`config.mk`:
```
export PLATFORM = sky130hd
export DESIGN_NAME = afi_feature_regs
export DESIGN_NICKNAME = d
export VERILOG_FILES = /design/src/common/afi_pkg.sv /design/src/design/afi_feature_regs.sv /design/src/design/afi_trigger_sync.sv
export SDC_FILE = /design/constraint.sdc
export NUM_CORES = 1
export LEC_CHECK = 0
export BUFFER_PORTS_ARGS = -buffer_cell sky130_fd_sc_hd__buf_4
export CORE_MARGIN = 2
export CORE_UTILIZATION = 47
export DETAILED_ROUTE_END_ITERATION = 8
export PLACE_DENSITY = 0.78
export SYNTH_ARGS = -nofsm -noshare
export SYNTH_HDL_FRONTEND = slang
export SYNTH_HIERARCHICAL = 1
export SYNTH_SLANG_ARGS = --single-unit
```
`constraint.sdc`:
```
create_clock -name core_clk -period 2.3 [get_ports core_clk]
set_input_delay 0.46 -clock core_clk [delete_from_list [all_inputs] [get_ports core_clk]]
set_output_delay 0.46 -clock core_clk [all_outputs]
set_load 0.1 [all_outputs]
```
`src/common/afi_pkg.sv`:
```
/*
 * constants and carrier types for the accelerometer feature-control and
 * start-up key register bank.
 * assumes a register access port driven by the serial interface logic.
 */
package afi_pkg;
  // ****************************************************************
  // register addresses
  // ****************************************************************
  localparam logic [7:0] ADDR_IRQ_STATUS   = 8'h09;
  localparam logic [7:0] ADDR_FEATURE_ONE  = 8'h0d;
  localparam logic [7:0] ADDR_FEATURE_TWO  = 8'h0e;
  localparam logic [7:0] ADDR_STARTUP_KEY  = 8'h0f;
  // ****************************************************************
  // feature_control_two bit positions
  // ****************************************************************
  localparam int BIT_TRIG_ENABLE   = 7;
  localparam int BIT_TRIG_EDGE     = 6;
  localparam int BIT_STREAM        = 5;
  localparam int BIT_WRITE_CLEARS  = 4;
  localparam int BIT_BUF_TOKEN     = 3;
  localparam int BIT_SPI_TOKEN     = 2;
  localparam int BIT_BURST         = 1;
  localparam int BIT_WRAP          = 0;
  // feature_control_one interface select bits
  localparam int BIT_SPI_SELECT    = 7;
  localparam int BIT_I2C_SELECT    = 6;
  localparam int BIT_SPI3_SELECT   = 5;
  localparam logic [7:0] FEATURE_RESET = 8'h00;
  // ****************************************************************
  // start-up key values
  // ****************************************************************
  localparam logic [7:0] KEY_STARTING  = 8'h45;
  localparam logic [7:0] KEY_READY     = 8'h40;
  localparam logic [7:0] KEY_WRITE     = 8'h42;
  localparam logic [7:0] KEY_DONE      = 8'h43;
  // start-up time, cycles at 20 MHz
  localparam int STARTUP_NS       = 1000;
  localparam int CLK_PERIOD_NS    = 50;
  localparam int STARTUP_CYCLES   = (STARTUP_NS + CLK_PERIOD_NS - 1) / CLK_PERIOD_NS;
  localparam int RES_TOKEN_LIMIT  = 14;

  typedef enum logic [1:0] {
    KEY_ST_START = 2'b00,
    KEY_ST_READY = 2'b01,
    KEY_ST_DONE  = 2'b10
  } afi_key_state_t;

  typedef struct packed {
    logic       valid;
    logic       write;
    logic       isI2c;
    logic [7:0] addr;
    logic [7:0] wdata;
  } afi_reg_req_t;

  typedef struct packed {
    logic irqWaiting;
    logic bufferLevel;
    logic bufferFull;
    logic bufferEmpty;
  } afi_buf_flags_t;
endpackage

```
`src/design/afi_feature_regs.sv`:
```
/*
 * feature-control two, start-up key register, token insertion,
 * interrupt clearing, stream-mode decision and outside trigger.
 * assumes a one-cycle register request from the serial interface logic
 * and buffer flags from the sample buffer, all on core_clk.
 */
`timescale 1ns/100ps
module afi_feature_regs #(
  parameter int STARTUP_COUNT = afi_pkg::STARTUP_CYCLES,
  parameter int RES_BITS_W    = 5
) (
  // clock and reset
  input  wire logic                   core_clk,
  input  wire logic                   reset_n,
  // register access
  input  wire afi_pkg::afi_reg_req_t  regReq,
  output logic [7:0]                  regRdata,
  output logic                        regAccepted,
  // interface select from feature_control_one
  input  wire logic [7:0]             featureOne,
  // spi status token
  input  wire logic                   spiFirstByte,
  input  wire logic [7:0]             systemStatus,
  output logic [7:0]                  spiTokenByte,
  output logic                        spiTokenValid,
  // buffer token and stream
  input  wire logic [RES_BITS_W-1:0]  resolutionBits,
  input  wire logic [15:0]            zWordIn,
  input  wire afi_pkg::afi_buf_flags_t bufFlags,
  input  wire logic                   bufferEnable,
  input  wire logic                   sampleArrives,
  output logic [15:0]                 zWordOut,
  output logic                        dropOldest,
  output logic                        sampleAccept,
  // interrupts
  input  wire logic                   irqPendingIn,
  output logic                        irqClear,
  // interrupt pin
  input  wire logic                   interrupt_out_pin_in,
  output logic                        interrupt_out_pin_out,
  output logic                        interrupt_out_pin_oe,
  output logic                        outsideTrigger,
  // decoded controls
  output logic [7:0]                  featureTwo
);
  // ****************************************************************
  // feature_control_two and key state
  // ****************************************************************
  logic [7:0]              feature_control_two;
  afi_pkg::afi_key_state_t keyState;
  logic [15:0]             startCount;
  logic                    spiChosen;
  logic                    i2cChosen;
  logic                    accessOk;
  logic                    triggerPulse;
  logic                    hitIrq;
  logic                    readClears;

  assign i2cChosen = featureOne[afi_pkg::BIT_I2C_SELECT];
  assign spiChosen = featureOne[afi_pkg::BIT_SPI_SELECT] | featureOne[afi_pkg::BIT_SPI3_SELECT];
  // selecting one interface shuts the other out
  assign accessOk  = regReq.valid &
                     (regReq.isI2c ? ~spiChosen : ~i2cChosen);
  assign hitIrq    = accessOk & (regReq.addr == afi_pkg::ADDR_IRQ_STATUS);
  // write-clear only counts with I2C selected; SPI reads never clear
  assign readClears = regReq.isI2c &
                      ~(feature_control_two[afi_pkg::BIT_WRITE_CLEARS] & i2cChosen);

  always_ff @(posedge core_clk or negedge reset_n) begin
    if (!reset_n) begin
      feature_control_two <= afi_pkg::FEATURE_RESET;
    end else if (accessOk && regReq.write && regReq.addr == afi_pkg::ADDR_FEATURE_TWO) begin
      feature_control_two <= regReq.wdata;
    end
  end

  // ****************************************************************
  // start-up key sequence
  // ****************************************************************
  always_ff @(posedge core_clk or negedge reset_n) begin
    if (!reset_n) begin
      keyState   <= afi_pkg::KEY_ST_START;
      startCount <= 16'h0000;
    end else begin
      case (keyState)
        afi_pkg::KEY_ST_START: begin
          if (startCount == 16'(STARTUP_COUNT - 1)) begin
            keyState <= afi_pkg::KEY_ST_READY;
          end else begin
            startCount <= startCount + 16'h0001;
          end
        end
        afi_pkg::KEY_ST_READY: begin
          if (accessOk && regReq.write && regReq.addr == afi_pkg::ADDR_STARTUP_KEY &&
              regReq.wdata == afi_pkg::KEY_WRITE) begin
            keyState <= afi_pkg::KEY_ST_DONE;
          end
        end
        afi_pkg::KEY_ST_DONE: keyState <= afi_pkg::KEY_ST_DONE;
        default: keyState <= afi_pkg::KEY_ST_START;
      endcase
    end
  end

  // ****************************************************************
  // read data and interrupt clearing
  // ****************************************************************
  always_ff @(posedge core_clk or negedge reset_n) begin
    if (!reset_n) begin
      regRdata    <= 8'h00;
      regAccepted <= 1'b0;
      irqClear    <= 1'b0;
    end else begin
      regAccepted <= accessOk;
      irqClear    <= hitIrq & (regReq.write ? 1'b1 : readClears);
      if (accessOk && !regReq.write) begin
        case (regReq.addr)
          afi_pkg::ADDR_FEATURE_TWO: regRdata <= feature_control_two;
          afi_pkg::ADDR_STARTUP_KEY: begin
            case (keyState)
              afi_pkg::KEY_ST_START: regRdata <= afi_pkg::KEY_STARTING;
              afi_pkg::KEY_ST_READY: regRdata <= afi_pkg::KEY_READY;
              default:               regRdata <= afi_pkg::KEY_DONE;
            endcase
          end
          default: regRdata <= 8'h00;
        endcase
      end
    end
  end

  // ****************************************************************
  // status tokens
  // ****************************************************************
  always_ff @(posedge core_clk or negedge reset_n) begin
    if (!reset_n) begin
      spiTokenByte  <= 8'h00;
      spiTokenValid <= 1'b0;
    end else begin
      // 4-wire only: 3-wire and I2C never carry the token
      spiTokenValid <= spiFirstByte & feature_control_two[afi_pkg::BIT_SPI_TOKEN] &
                       featureOne[afi_pkg::BIT_SPI_SELECT] &
                       ~featureOne[afi_pkg::BIT_SPI3_SELECT];
      spiTokenByte  <= systemStatus;
    end
  end

  always_ff @(posedge core_clk or negedge reset_n) begin
    if (!reset_n) begin
      zWordOut <= 16'h0000;
    end else if (!feature_control_two[afi_pkg::BIT_BUF_TOKEN]) begin
      zWordOut <= zWordIn;
    end else if (resolutionBits < RES_BITS_W'(afi_pkg::RES_TOKEN_LIMIT)) begin
      zWordOut <= {bufFlags, zWordIn[11:0]};
    end else begin
      zWordOut <= {zWordIn[15:4], bufFlags};
    end
  end

  // ****************************************************************
  // stream mode
  // ****************************************************************
  // full buffer without stream refuses samples rather than overwriting
  always_ff @(posedge core_clk or negedge reset_n) begin
    if (!reset_n) begin
      dropOldest   <= 1'b0;
      sampleAccept <= 1'b0;
    end else begin
      dropOldest   <= sampleArrives & bufferEnable & bufFlags.bufferFull &
                      feature_control_two[afi_pkg::BIT_STREAM];
      sampleAccept <= sampleArrives & bufferEnable &
                      (~bufFlags.bufferFull | feature_control_two[afi_pkg::BIT_STREAM]);
    end
  end

  // ****************************************************************
  // outside trigger and interrupt pin
  // ****************************************************************
  afi_trigger_sync u_trig (
    .core_clk     (core_clk),
    .reset_n      (reset_n),
    .edgeSelect   (feature_control_two[afi_pkg::BIT_TRIG_EDGE]),
    .pinIn        (interrupt_out_pin_in),
    .triggerPulse (triggerPulse)
  );

  always_ff @(posedge core_clk or negedge reset_n) begin
    if (!reset_n) begin
      outsideTrigger        <= 1'b0;
      interrupt_out_pin_oe  <= 1'b0;
      interrupt_out_pin_out <= 1'b1;
      featureTwo            <= afi_pkg::FEATURE_RESET;
    end else begin
      outsideTrigger        <= triggerPulse &
                               feature_control_two[afi_pkg::BIT_TRIG_ENABLE];
      // active-low open drain: drive only while an interrupt waits
      interrupt_out_pin_oe  <= ~feature_control_two[afi_pkg::BIT_TRIG_ENABLE] &
                               irqPendingIn;
      interrupt_out_pin_out <= 1'b0;
      featureTwo            <= feature_control_two;
    end
  end
endmodule // afi_feature_regs

```
`src/design/afi_trigger_sync.sv`:
```
/*
 * two-stage synchroniser and edge picker for the outside trigger pin.
 * assumes the pin is asynchronous to core_clk.
 */
`timescale 1ns/100ps
module afi_trigger_sync (
  // clock and reset
  input  wire logic core_clk,
  input  wire logic reset_n,
  // control
  input  wire logic edgeSelect,
  // pin and result
  input  wire logic pinIn,
  output logic      triggerPulse
);
  logic syncOne;
  logic syncTwo;
  logic syncLast;

  always_ff @(posedge core_clk or negedge reset_n) begin
    if (!reset_n) begin
      syncOne  <= 1'b1;
      syncTwo  <= 1'b1;
      syncLast <= 1'b1;
    end else begin
      syncOne  <= pinIn;
      syncTwo  <= syncOne;
      syncLast <= syncTwo;
    end
  end

  // one pulse per selected edge: compare synced sample to its previous copy
  always_ff @(posedge core_clk or negedge reset_n) begin
    if (!reset_n) begin
      triggerPulse <= 1'b0;
    end else begin
      triggerPulse <= edgeSelect ? (syncTwo & ~syncLast)
                                 : (~syncTwo & syncLast);
    end
  end
endmodule // afi_trigger_sync

```
# After elaboration in Yosys (flattened, before gate mapping)
# Cells that the tools add are included.
# word_totals
ff_bits	78
latchBits	0
ram_bits	0
romBits	0
input_bits	67
n_memories	0
# classes
add_sub_neg	1
mul	0
n_div	0
n_lt_le_gt_ge	1
n_eq_ne	9
shift	0
n_mux	10
bitwise	27
n_reduce_logical	9
# op_table
cell	n
$mux W16	2
$eq A8 B4 Y1 const B	3
$add A16 B1 Y16 const B	1
$and A1 B1 Y1	16
$eq A16 B5 Y1 const B	1
$pmux W8 S2	1
$not A1 Y1	9
$eq A8 B7 Y1 const B	1
$pmux W2 S3	1
$pmux W3 S2	1
$logic_and A1 B1 Y1	5
$lt A5 B4 Y1 const B	1
$mux W2	2
$ne A2 B2 Y1 const B	2
$reduce_and A2 Y1	2
$mux W1	3
$eq A2 B1 Y1 const B	1
$eq A2 B2 Y1 const B	1
$logic_not A2 Y1	1
$or A1 B1 Y1	2
$logic_not A1 Y1	1

# Depth between registers and ports, before layout
# Gate-level depths: netlist (run 1).
# logic_depth
ltp_word	9
ltp_mapped	6
ltp_nobuf	6

# By module
# The synthesis (run 1) kept the hierarchy.
# by_module_without_submodules
mod	n_inst	cells_each	area_each_um2	seq_area_each_um2
afi_feature_regs	1	200	2801.4	1853.0
afi_trigger_sync	1	7	126.4	103.8

# Worst setup path before layout (run 1)
# No wires, ideal clock.
# synth_path
kind	input -> register
start	input port regReq[13] (netlist bit)
end	register feature_control_two[0]
setup_ps	125
arrival_ps	1629
setup_slack_ps	546
stages	4
n_path_buf	0
path_cell_list	nor3b_2 > nand4_4 > nor4_4 > mux2_2
# synth_between
elab_chain_cells	2
# synth_rtl
element	line	source
start, declared	afi_feature_regs.sv:16	input wire afi_pkg::afi_reg_req_t regReq,
$eq A8 B4 Y1	afi_feature_regs.sv:72	end else if (accessOk && regReq.write && regReq.addr == afi_pkg::ADDR_FEATURE_TWO) begin
$logic_and A1 B1 Y1	afi_feature_regs.sv:72	
end signal, assigned	afi_feature_regs.sv:71	feature_control_two <= afi_pkg::FEATURE_RESET;
end signal, assigned	afi_feature_regs.sv:73	feature_control_two <= regReq.wdata;
end, declared	afi_feature_regs.sv:49	logic [7:0] feature_control_two;
# No other way between the ends.
# A chain may end at the register's enable or synchronous reset.

# Worst setup path after layout (run 1)
# layout_path
start	register keyState[0]
end	register startCount[15]
# layout_between
elab_chain_cells	2
# layout_rtl
element	line	source
start, declared	afi_feature_regs.sv:50	afi_pkg::afi_key_state_t keyState;
start signal, assigned	afi_feature_regs.sv:82	keyState <= afi_pkg::KEY_ST_START;
start signal, assigned	afi_feature_regs.sv:88	keyState <= afi_pkg::KEY_ST_READY;
start signal, assigned	afi_feature_regs.sv:96	keyState <= afi_pkg::KEY_ST_DONE;
$logic_not A2 Y1	afi_feature_regs.sv:85	case (keyState)
$reduce_and A2 Y1 (no line)	--	
end signal, assigned	afi_feature_regs.sv:90	startCount <= startCount + 16'h0001;
end, declared	afi_feature_regs.sv:51	logic [15:0] startCount;
# No other way between the ends.

==> results of run 1 <==
-- worst register-to-register path, delay by kind of cell (launching register included) --
| family | cells | cell delay [ps] |
|---|---|---|
| flops | 1 | 380 |
| fa+ha+maj | 1 | 260 |
| simple gates | 3 | 960 |
| xor+xnor | 1 | 160 |
| buf+inv | 1 | 90 |
-- cells in the mapped netlist --
| master | count | area, um2 |
|---|---|---|
| clkbuf_1 | 1 | 3.75 |
| or3_1 | 1 | 6.26 |
| nand3_1 | 2 | 10.0 |
| o31ai_1 | 4 | 30.0 |
| nand2b_1 | 3 | 18.8 |
| dfrtp_1 | 74 | 1850 |
| nor3_1 | 4 | 20.0 |
| nand4_4 | 1 | 21.3 |
| o21ai_2 | 2 | 17.5 |
| nor3b_2 | 2 | 25.0 |
| conb_1 | 1 | 3.75 |
| and4b_1 | 1 | 10.0 |
| nand4_1 | 5 | 31.3 |
| mux2i_1 | 2 | 20.0 |
| o311ai_0 | 2 | 17.5 |
| xnor2_1 | 9 | 78.8 |
| nand3b_1 | 1 | 7.51 |
| a21boi_0 | 1 | 7.51 |
| nor4_1 | 1 | 6.26 |
| o31a_2 | 1 | 10.0 |
| nor4_4 | 1 | 21.3 |
| clkbuf_8 | 1 | 13.8 |
| o211a_1 | 1 | 10.0 |
| o211ai_1 | 2 | 15.0 |
| nor4bb_1 | 1 | 10.0 |
| a31oi_1 | 2 | 12.5 |
| nor4b_1 | 4 | 35.0 |
| or4_1 | 1 | 7.51 |
| ha_1 | 3 | 37.5 |
| dfstp_2 | 4 | 105 |
| xor2_1 | 6 | 52.6 |
| a41oi_1 | 1 | 8.76 |
| nor2_1 | 9 | 33.8 |
| nand4b_1 | 1 | 8.76 |
| and2_1 | 1 | 6.26 |
| o2111ai_1 | 1 | 8.76 |
| nor2b_1 | 2 | 12.5 |
| mux2_2 | 17 | 191 |
| inv_1 | 9 | 33.8 |
| and3_1 | 1 | 6.26 |
| a21oi_1 | 1 | 5.00 |
| nand2_1 | 16 | 60.1 |
| a22o_1 | 4 | 35.0 |
-- final cells by class --
type                    instances  area share
clock inverters                 5      0.0145
multi-input cells             118       0.227
inverters                       9     0.00833
flip-flops and latches         78       0.482
well taps                      75      0.0231
clock buffers                  11      0.0348
repair buffers                112       0.210
-- where the power goes --
| part | internal [W] | switching [W] | leakage (nW) | total [W] |
|---|---|---|---|---|
| Sequential | 0.00140 | 0.0000114 | 1.01 | 0.00142 |
| Clock | 0.000531 | 0.000495 | 0.0955 | 0.00103 |
| Combinational | 0.000120 | 0.000278 | 0.910 | 0.000398 |
| Total | 0.00206 | 0.000785 | 2.02 | 0.00284 |
-- final timing paths --
path / endpoint
worst min-delay path: featureTwo[7]
worst min register to register: u_trig/syncTwo
min in group core_clk: spiTokenByte[5]
worst max-delay path: startCount[15]
worst max register to register: startCount[15]
max in group asynchronous: interrupt_out_pin_out
-- routing by layer --
layer	share of wire	wire [um]	track usage	vias to the layer above
met3	0.078	480	0.0706	13
met5	0	0	0	-
li1	-	-	-	973
met2	0.49	3040	0.295	74
met4	0.026	161	0.0894	0
met1	0.40	2500	0.242	1001
-- state kept, by name, summed over array words and instances (netlist names) --
name and cells:
startCount 16, irqClear 1, u_trig/triggerPulse 1, regAccepted 1
u_trig/syncTwo 1, interrupt_out_pin_oe 1, regRdata 8, outsideTrigger 1
u_trig/syncLast 1, featureTwo 8, spiTokenByte 8, keyState 2
sampleAccept 1, feature_control_two 8, u_trig/syncOne 1, dropOldest 1
interrupt_out_pin_out 1, spiTokenValid 1, zWordOut 16
-- cells by family after synthesis --
| family | Yosys count | share of synthesized area |
|---|---|---|
| mux | 19 | 0.0722 |
| xor+xnor | 15 | 0.0449 |
| other cells | 1 | 0.00128 |
| flops | 78 | 0.668 |
| fa+ha+maj | 3 | 0.0128 |
| simple gates | 58 | 0.122 |
| buf+inv | 11 | 0.0175 |
| compound gates | 22 | 0.0607 |
-- per-stage QoR --
step | setup WS [ps] | power [W] | util | area [um2] | hold slack (ps)
6_report | 397 | 0.00284 | 0.681 | 4060 | 51.6
3_5_place_dp | 363 | 0.00185 | 0.648 | 3860 | 354
3_3_place_gp | 403 | 0.00184 | 0.648 | 3860 | 347
2_1_floorplan | 546 | 0.00168 | - | 2930 | 164
5_1_grt | 205 | 0.00295 | 0.681 | 4060 | 74.8
4_1_cts | 391 | 0.00287 | 0.681 | 4060 | 55.9
==> results by stage, run 1 <==
Layout:
- The number of nets in the layout is between 300 and 400.
- The count of cells in the finished layout, fillers not included, comes to between 400 and 500.
- In the layout the commonest cells are buf_4 (111), dfrtp_1 (74), mux2_2 (17).
- The commonest non-fill, non-tap cell in the layout is buf_4.
- The multi-input combinational cells in the finished layout cover a total of 920 um2.
- The sequential standard cell area is 0.00196 mm2.
- The layout overhead on the synthesized area is 38.6%.
- In the final layout, the share of cells above drive strength 1 is 0.465.
- The layout has 451 filler cells.
- The number of antenna cells inserted is 0.

STA:
- The smallest clock period supported by the final layout is computed as 1900 ps.
- For this run, the top clock speed supported by timing is between 0.5 and 0.6 GHz.
- The normalized max-slew margin is 0.608.
- The summed negative setup slack over all endpoints is 0 ps.
- Setup violations remaining at the end of the flow were counted as 0.
- The period utilization is 0.827.
- The final number of max-transition violations was 0.
- Setup repair after global routing left no endpoint under its margin.
- For the pin with the worst max-slew slack, the measured transition is slightly below 600 ps.
- The setup skew after layout is approximately 7.8 ps.
- The count of endpoints failing hold in the final timing report came to 0.

Clock tree:
- Post-CTS timing repair inserted 0 buffers for setup.
- The TritonCTS sink count is ~80.
- After clock tree synthesis, the clock-pin slew on the worst setup and hold paths is approximately 80 ps.
- The post-cts hold buffer count is 0.
- The maximum number of buffers from clock root to sink is 2.
- CTS built an H-tree with a depth of 3.
- The post-cts sizing count is 0.
- The buffer type at the clock tree root is clkbuf_8.
- The total clock buffers created by CTS is 9.
- The CTS tree is done.
- The clock insertion delay at the later pin of the skew report is about 350 ps.

Setup path:
- The endpoint required time on the critical path is 2580 ps.
- Data on the critical path arrives at its endpoint at ~2200 ps.
- Counting cells, the worst reg-to-reg path comes to 6.
- The critical path startpoint is keyState[0].
- The maximum single-stage delay on the critical path is ~630 ps.
- Among cell families on the critical path, the largest total delay comes from simple AND/OR/NAND/NOR gates.
- The highest fanout seen on the critical path is 6.
- The launching point of the worst reg2reg path is keyState[0].
- The worst setup slack for register-to-register paths is around 400 ps.
- The setup path with the least slack is of type register to register.
- In this run the number of cells on the critical path is 6.
- Together, buffers and inverters on the worst path number 1.
- The largest individual stage delay along the critical path comes from the cell or4_1.
- The signal on the critical path passes through inv_1 > ha_1 > nand3_1 > or4_1 > nor2_1 > xor2_1.
- The startpoint kind of the worst setup timing path is a register.
- The worst setup path is captured at a register.

Detailed routing:
- The post-detailed-route via-to-cell ratio is between 5 and 6.
- The routed wire length is slightly above 6 mm.
- Dividing the detail-routed wire length by the instance count gives approximately 15 um.
- The number of vias after detailed routing is between 2000 and 2500.
- Once detail routing completed, the nets flagged for antenna violations numbered 0.
- The first-iteration detailed-routing DRC count is 62.
- For this run, design rule violations remaining after detail routing come to 0.
- The first detailed-routing pass ran for 4 iterations.

Placement:
- Including well taps, the total number of placed cells is around 400.
- Routability-driven placement finished with a final weighted congestion of around 0.75.
- The number of port buffers is roughly 110.
- Once detailed placement completed, the half-perimeter wirelength came to 4.69 mm.

Global routing:
- The largest net degree at the start of global routing is 45.
- The residual overflow from global routing is 0.
- The initial antenna violation count came to 0.
- The number of global-route vias before repair is around 2100.
- For this run, the total global-route usage over all layers was measured as 0.192.
- The first-pass GRT wire length is 10.4 mm.

Logic synthesis:
- The net count of the mapped netlist is around 280.
- The number of different library cells used by synthesis comes to 43.
- The number of warning messages in the yosys log is 6.
- The register bit count reported by yosys is 78.
- The post-synthesis sequential area ratio is 0.668.
- The count of mapped cells out of synthesis is 207.
- The average instance in the mapped netlist occupies 14.1 um2.
- The cell area that synthesis handed to floorplanning was approximately 0.0029 mm2.

Floorplan:
- The cell row count is 28.
- The die covers just under 0.007 mm2.
- The starting density of the core is 0.492.
- From bottom edge to top edge, the die measures 82.9 um.
- The total area inside the core boundary comes to just under 0.006 mm2.
- The number of I/O pins is 115.
- The die is ~83 um wide.

Min path:
- The class of the tightest hold or removal check is input pin to async pin.

Power:
- IR analysis of the VDD net gives a maximum drop of ~0.00062 V.
- The leakage dissipation is between 2 and 2.5 nW.
- The ratio of total power to cell area is about 700 mW/mm2.

Status:
- The flow ran to the end, and the final reports show no timing, DRC or antenna violations.

Job:
- Max-cap violations in this run came to 0.
Power figures use the tool's default switching activity.
==> run 2: changes to the inputs <==
==> constraint.sdc (replaced) <==
create_clock -name core_clk -period 1.81 [get_ports core_clk]
set_input_delay 0.362 -clock core_clk [delete_from_list [all_inputs] [get_ports core_clk]]
set_output_delay 0.362 -clock core_clk [all_outputs]
set_load 0.1 [all_outputs]
==> run 2 against run 1 <==
Via count is 1.4% higher; highest routed layer unchanged; global-route usage is 0.50 points lower; count of clock-buffer cells in the layout unchanged; clock skew shrank 2.9 ps; flip-flop and latch count is the same; clock power is 12% higher; non-clock buffer count is 8 higher.
==> results by stage, run 2 (synthesized netlist as in run 1, its figures left out) <==
Global routing:
- The largest net degree at the start of global routing is 43.
- For this run, global-route usage on met3 was measured as 0.0656.
- The global-route total usage across every layer is 0.187.
- The met2 layer usage reported by global route is 0.289.
- The initial antenna violation count is 0.
- The met1 track utilization from global routing is 0.240.
- The residual overflow from global routing is 0.
- After global routing, the most crowded layer is met2.
- The number of global-route vias before repair is approximately 2100.
- The first-pass GRT wire length is around 10 mm.

STA:
- The final number of max-transition violations is 0.
- The worst path needs 1760 ps of the cycle, external delays included.
- The count of endpoints failing hold in the final timing report was 0.
- The setup violation total in the final timing report is 0.
- For the final database, setup skew stands at ~5 ps.
- Dividing the final minimum period by the clock period gives 0.972.
- The minimum hold slack is around 110 ps.
- For this run, the top clock speed supported by timing is between 0.5 and 0.6 GHz.

Layout:
- Compared with the post-synthesis result, the final layout area differs by 40.2%.
- The number of antenna cells inserted is 0.
- The commonest non-fill, non-tap cell in the layout is buf_4.
- The count of cells in the finished layout, fillers not included, comes to roughly 420.
- In the layout the commonest cells are buf_4 (118), dfrtp_1 (74), mux2_2 (17).
- The fraction of final layout cells sized beyond drive strength 1 is 0.484.
- The fill cell total of the finished layout is approximately 450.
- The largest registers in the layout are startCount x16, zWordOut x16.
- The number of nets in the layout is roughly 410.
- The post-route standard cell area excluding fillers is 0.00410 mm2.

Floorplan:
- The full die area is slightly below 0.007 mm2.
- For this design the top-level I/O count stands at roughly 120.
- The starting density of the core is 0.492.
- In this run the core area contains 28 standard-cell rows.
- The placeable core region is just under 0.006 mm2.
- The width of the die is 82.9 um.
- The height of the die is 82.9 um.

Min path:
- Along the worst hold path, the cell count comes to 1.
- The worst hold path terminates at spiTokenByte[0].
- The beginning of the worst hold path is systemStatus[0].
- The class of the tightest hold or removal check is input pin to register.

Clock tree:
- The clock insertion delay at the later pin of the skew report is 350 ps.
- The CTS tree is done.
- The TritonCTS sink count is 78.
- The H-tree generated during clock tree synthesis spans 3 levels.
- The clock edge transition at the registers on the reported setup and hold paths is 80 ps.
- The clock passes through at most 2 buffers.
- CTS placed an instance of clkbuf_8 at the clock tree root.
- Counting the buffers created by CTS gives 9.

Setup path:
- Data arrives at the worst endpoint at about 2000 ps.
- The startpoint identified for the worst register-to-register timing path is keyState[0].
- The critical path is of the register to register type.
- The worst setup slack for register-to-register paths is 50 ps.
- The endpoint required time on the critical path is around 2100 ps.
- The kind of end point of the critical path is a register.
- STA classifies the critical path startpoint as a register.
- The critical register-to-register path endpoint is startCount[13].
- The worst register-to-register path has a depth of 6.
- The highest fanout seen on the critical path is 4.

Detailed routing:
- Dividing the detail-routed via count by the number of cells gives ~5.
- The number of DRC violations after detailed routing is 0.
- The number of vias after detailed routing is 2090.
- The number of detailed-routing iterations run before antenna repair is 4.
- The routed wire length is 6.10 mm.
- The remaining antenna violation count after routing is 0.
- The first-iteration detailed-routing DRC count is between 60 and 70.
- The wire length per cell is 14.7 um.

Placement:
- The count of placed standard cells including taps is between 300 and 400.
- The HPWL reported at the end of detailed placement is 4.59 mm.
- The number of port buffers is approximately 110.
- The final weighted congestion in routability-driven placement is slightly below 0.8.
- Summing all placed instances gives a cell area of 0.00391 mm2.

Power:
- The leakage dissipation is roughly 2.0 nW.
- The worst voltage drop across the vdd grid is ~0.00059 V.
- In this run the power density over the cells is around 840 mW/mm2.

Job:
- The number of max-cap violations is 0.

Status:
- The flow ran to the end, and the final reports show no timing, DRC or antenna violations.
-- run 2: changes by cell type in the layout (fill, tap and decap cells not counted), sizes merged --
cell         before  now
dlygate4sd3       0    1
inv               9   10
buf             112  119
bufinv            1    0
-- run 2: final cells by class --
cell class,count,area [um2],area share
clock buffer,11,141,0.0345
timing repair buffer,120,916,0.223
clock inverter,5,33.8,0.00823
multi-input combinational,118,928,0.226
tap,75,93.8,0.0229
inverter,9,33.8,0.00823
sequential,78,1960,0.477
-- run 2: power by group --
| part | internal [W] | total [W] | switching, W | leakage [nW] |
|---|---|---|---|---|
| clock network | 0.000535 | 0.00115 | 0.000611 | 0.0857 |
| logic | 0.000156 | 0.000512 | 0.000355 | 0.950 |
| registers | 0.00179 | 0.00180 | 0.0000137 | 1.01 |
-- run 2: per-layer routing --
metal	wire [um]	part of all wire
met5	0	0
met4	119	0.020
met3	420	0.069
met2	2990	0.49
met1	2580	0.42
-- run 2: worst max path at each step --
| stage | from | end | slack [ps] | depth (start not counted) |
|---|---|---|---|---|
| final | keyState[0] | startCount[13] | 50 | 6 |
| after global routing | keyState[0] | startCount[15] | -10 | 6 |
| after CTS | keyState[0] | startCount[15] | 9 | 6 |
| after detailed placement | keyState[0] | startCount[15] | 30 | 6 |
| after global placement | keyState[0] | startCount[13] | 60 | 6 |
| after floorplan | keyState[0] | startCount[15] | 100 | 6 |
-- run 2: timing repair --
item / 4_1_cts / 5_1_grt
hold buffers: 1 / 0
hold endpoints to repair: 18 / 0
resized for setup: 0 / 3
setup buffers: 0 / 0
setup endpoints to repair: 0 / 3
-- run 2: worst max-delay path, cell delays in order (launching register included) --
cell and delay, ps:
dfrtp_1 390, inv_1 90, ha_1 170, nand3_1 140, or4_4 600, nor2_1 140
xor2_1 170
-- run 2: through the flow --
step | util | setup TNS [ps] | worst slack [ps] | power [W]
after floorplan | - | 0 | 96.1 | 0.00213
after global placement | 0.657 | 0 | 58.7 | 0.00234
after detailed placement | 0.657 | 0 | 30.7 | 0.00235
after CTS | 0.688 | 0 | 8.89 | 0.00349
after global routing | 0.689 | -28.7 | -14.1 | 0.00359
final | 0.689 | 0 | 50.8 | 0.00346
==> run 3: changes to the inputs <==
--- a/config.mk
+++ b/config.mk
@@ -6,10 +6,13 @@
 export NUM_CORES = 1
 export LEC_CHECK = 0
 export BUFFER_PORTS_ARGS = -buffer_cell sky130_fd_sc_hd__buf_4
+export CELL_PAD_IN_SITES_DETAIL_PLACEMENT = 1
+export CELL_PAD_IN_SITES_GLOBAL_PLACEMENT = 2
 export CORE_MARGIN = 2
-export CORE_UTILIZATION = 47
+export CORE_UTILIZATION = 31
 export DETAILED_ROUTE_END_ITERATION = 8
-export PLACE_DENSITY = 0.78
+export PLACE_DENSITY_LB_ADDON = 0.1
+export SETUP_SLACK_MARGIN = 0.1
 export SYNTH_ARGS = -nofsm -noshare
 export SYNTH_HDL_FRONTEND = slang
 export SYNTH_HIERARCHICAL = 1
==> run 3 against run 2 <==
Clock power barely moved; core utilization fell by 23 points; setup slack improved by 140 ps; global-route usage fell by 3.8 points; critical path depth rose by 1; non-clock buffer count rose by 10; cell count rose by 11%; flip-flop and latch count did not move; die area rose by 49%; critical path type unchanged; largest cell class unchanged; highest routed layer unchanged.
==> results by stage, run 3 (synthesized netlist as in run 1, its figures left out) <==
Status:
- The run finished with clean final reports.

STA:
- Setup violations remaining at the end of the flow were counted as 0.
- The worst path setup slack after routing is roughly 190 ps.
- The period utilization is 0.896.
- The minimum hold slack is around 110 ps.
- The final number of max-transition violations is 0.
- After layout, the minimum clock period comes to approximately 1600 ps.
- The clock arrives with ~4.8 ps of skew.
- The count of endpoints failing hold in the final timing report is 0.
- The maximum clock frequency is ~0.62 GHz.
- Setup repair after global routing left no endpoint under its margin.
- The summed negative setup slack over all endpoints is 0 ps.

Detailed routing:
- In this run the remaining antenna-violating nets after routing total 0.
- The first-iteration detailed-routing DRC count is 28.
- Dividing the detail-routed via count by the number of cells gives roughly 4.7.
- The first TritonRoute pass finished after 4 iterations.
- The detailed router placed between 2000 and 2500 vias in this run.
- The wire length per cell is approximately 16 um.
- The number of DRC violations after detailed routing is 0.
- The routed design has 7.24 mm of wire.

Power:
- The share of total power dissipated in the clock network is 0.336.
- For this design the total switching power over the nets is 0.00101 W.
- Power spread over the standard cell area amounts to approximately 820 mW/mm2.
- The fraction of power consumed by sequential logic is 0.516.
- The worst-case IR drop observed on VDD is ~0.00028 V.
- The leakage dissipation is 2.09 nW.
- Of the total power, the share spent switching nets is 0.290.
- The internal power of the cells is 0.00248 W.
- Of the total power, combinational logic draws 0.148.

Min path:
- Along the worst hold path, the cell count comes to 1.
- The worst hold path belongs to the class input pin to register.
- The endpoint of the worst hold path is spiTokenByte[5].
- The beginning of the worst hold path is systemStatus[5].

Layout:
- The number of cells in the finished layout apart from fillers is 462.
- The library cell used most frequently in the layout, excluding fill and tap cells, is buf_4.
- The layout overhead on the synthesized area is 44.4%.
- The number of antenna cells inserted is 0.
- In the final layout, the registers with the most flip-flops are startCount x16, zWordOut x16.
- The fill cell total of the finished layout is 995.
- In the layout the commonest cells are buf_4 (129), dfrtp_1 (74), mux2_2 (17).
- The final layout contains 416 nets.
- Of the cells placed in the final design, the portion with a size suffix greater than 1 is 0.504.

Clock tree:
- Clock tree synthesis inserted a total of 9 buffers.
- The TritonCTS sink count is 78.
- The count of H-tree levels built during CTS is 3.
- The CTS tree is done.
- The maximum number of buffers from clock root to sink is 2.
- For the worst-skew pair, the clock arrives at the later sink with an insertion delay of 350 ps.
- After clock tree synthesis, the clock-pin slew on the worst setup and hold paths is 80 ps.
- The tree is rooted in a clkbuf_8.

Placement:
- The HPWL reported at the end of detailed placement is 5.58 mm.
- The final weighted congestion in routability-driven placement is about 0.73.
- The number of port buffers is around 110.
- OpenSTA, run right after detailed placement, puts the worst setup slack at ~20 ps.
- Once placement completed, the tool counted placed cells totaling roughly 440.

Setup path:
- Data on the critical path is required at its endpoint by 2040 ps.
- In this run the worst path has a maximum fanout of 6.
- The critical register-to-register path endpoint is startCount[1].
- For flop-to-flop paths, the worst setup slack is 190 ps.
- In this run the worst setup path begins at keyState[0].
- At the worst endpoint, the arrival time is 1860 ps.
- The critical path class is register to register.
- Measured in cells, the most critical reg-to-reg path has a length of 7.
- The startpoint kind of the worst setup timing path is a register.
- The launching point of the worst reg2reg path is keyState[0].
- STA classifies the critical path endpoint as a register.

Floorplan:
- The core region is ~0.0092 mm2.
- The floorplan has 35 rows.
- The height of the die is approximately 100 um.
- The starting density of the core is 0.318.
- The die covers 0.0102 mm2.
- roughly 120 I/O pins were placed.
- The width of the die is a little over 100 um.

Global routing:
- The first-pass GRT wire length is between 10 and 15 mm.
- The global-route total usage across every layer is 0.149.
- The number of global-route vias before repair was approximately 2300.
- Entering global routing, the biggest net connects 31 pins.
- For this run the aggregate overflow at the end of global routing stands at 0.
- The initial antenna violation count came to 0.

Job:
- Across the run, the number of max-cap violations was 0.
==> run 3: cell count changes in the layout (fill, tap and decap cells not counted) <==
cell	before	now
buf_12	1	0
buf_4	118	129
ha_1	3	2
ha_4	0	1
nor3_1	4	3
nor3_2	0	1
==> run 3: final cells by class <==
cell class	instances	area, um2	share of cell area
Tap cell	111	139	0.0328
Sequential cell	78	1960	0.463
Inverter	9	33.8	0.00799
Multi-Input combinational cell	118	946	0.224
Clock buffer	11	141	0.0334
Clock inverter	5	33.8	0.00799
Timing Repair Buffer	130	978	0.231
==> run 3: critical path, stage by stage (launching register included) <==
cell and delay [ps]:
dfrtp_1 390, inv_1 120, ha_4 160, buf_4 110, inv_1 60, a41oi_1 170, buf_4 180, mux2_2 330
==> run 3: layer usage <==
| layer | track usage | share of wire | vias to the layer above |
|---|---|---|---|
| li1 | - | - | 1005 |
| met4 | 0.0624 | 0.015 | 0 |
| met1 | 0.188 | 0.43 | 1079 |
| met3 | 0.0380 | 0.057 | 8 |
| met5 | 0 | 0 | - |
| met2 | 0.244 | 0.50 | 67 |
==> run 3: repair_timing <==
action                                 4_1_cts  5_1_grt
pin swaps                                    1        1
buffers inserted                             0        3
resized for setup                            2        3
setup endpoints to repair                    3        8
endpoints found under the hold margin       23        0
hold buffers                                 1        0
==> run 3: through the flow <==
step                      total power [W]  utilization  area (um2)
after floorplan                   0.00213            -        2930
after global placement            0.00235        0.435        4000
after detailed placement          0.00236        0.435        4000
after CTS                         0.00356        0.456        4190
after global routing              0.00364        0.460        4230
final                             0.00349        0.460        4230
==> run 3: how the worst max path moves through the flow <==
| stage | slack [ps] | endpoint |
|---|---|---|
| 2_1_floorplan | 120 | startCount[15] |
| 3_3_place_gp | 50 | keyState[0] |
| 3_5_place_dp | 20 | startCount[13] |
| 4_1_cts | 130 | startCount[14] |
| 5_1_grt | 80 | keyState[1] |
| 6_report | 190 | startCount[1] |
==> run 3: power by group through the flow <==
stage	clock, W	sequential, W	combinational [W]
after global placement	0	0.00183	0.000519
final	0.00117	0.00180	0.000517
after floorplan	0	0.00209	0.0000425
after CTS	0.00123	0.00180	0.000526
after detailed placement	0	0.00183	0.000524
after global routing	0.00129	0.00180	0.000545
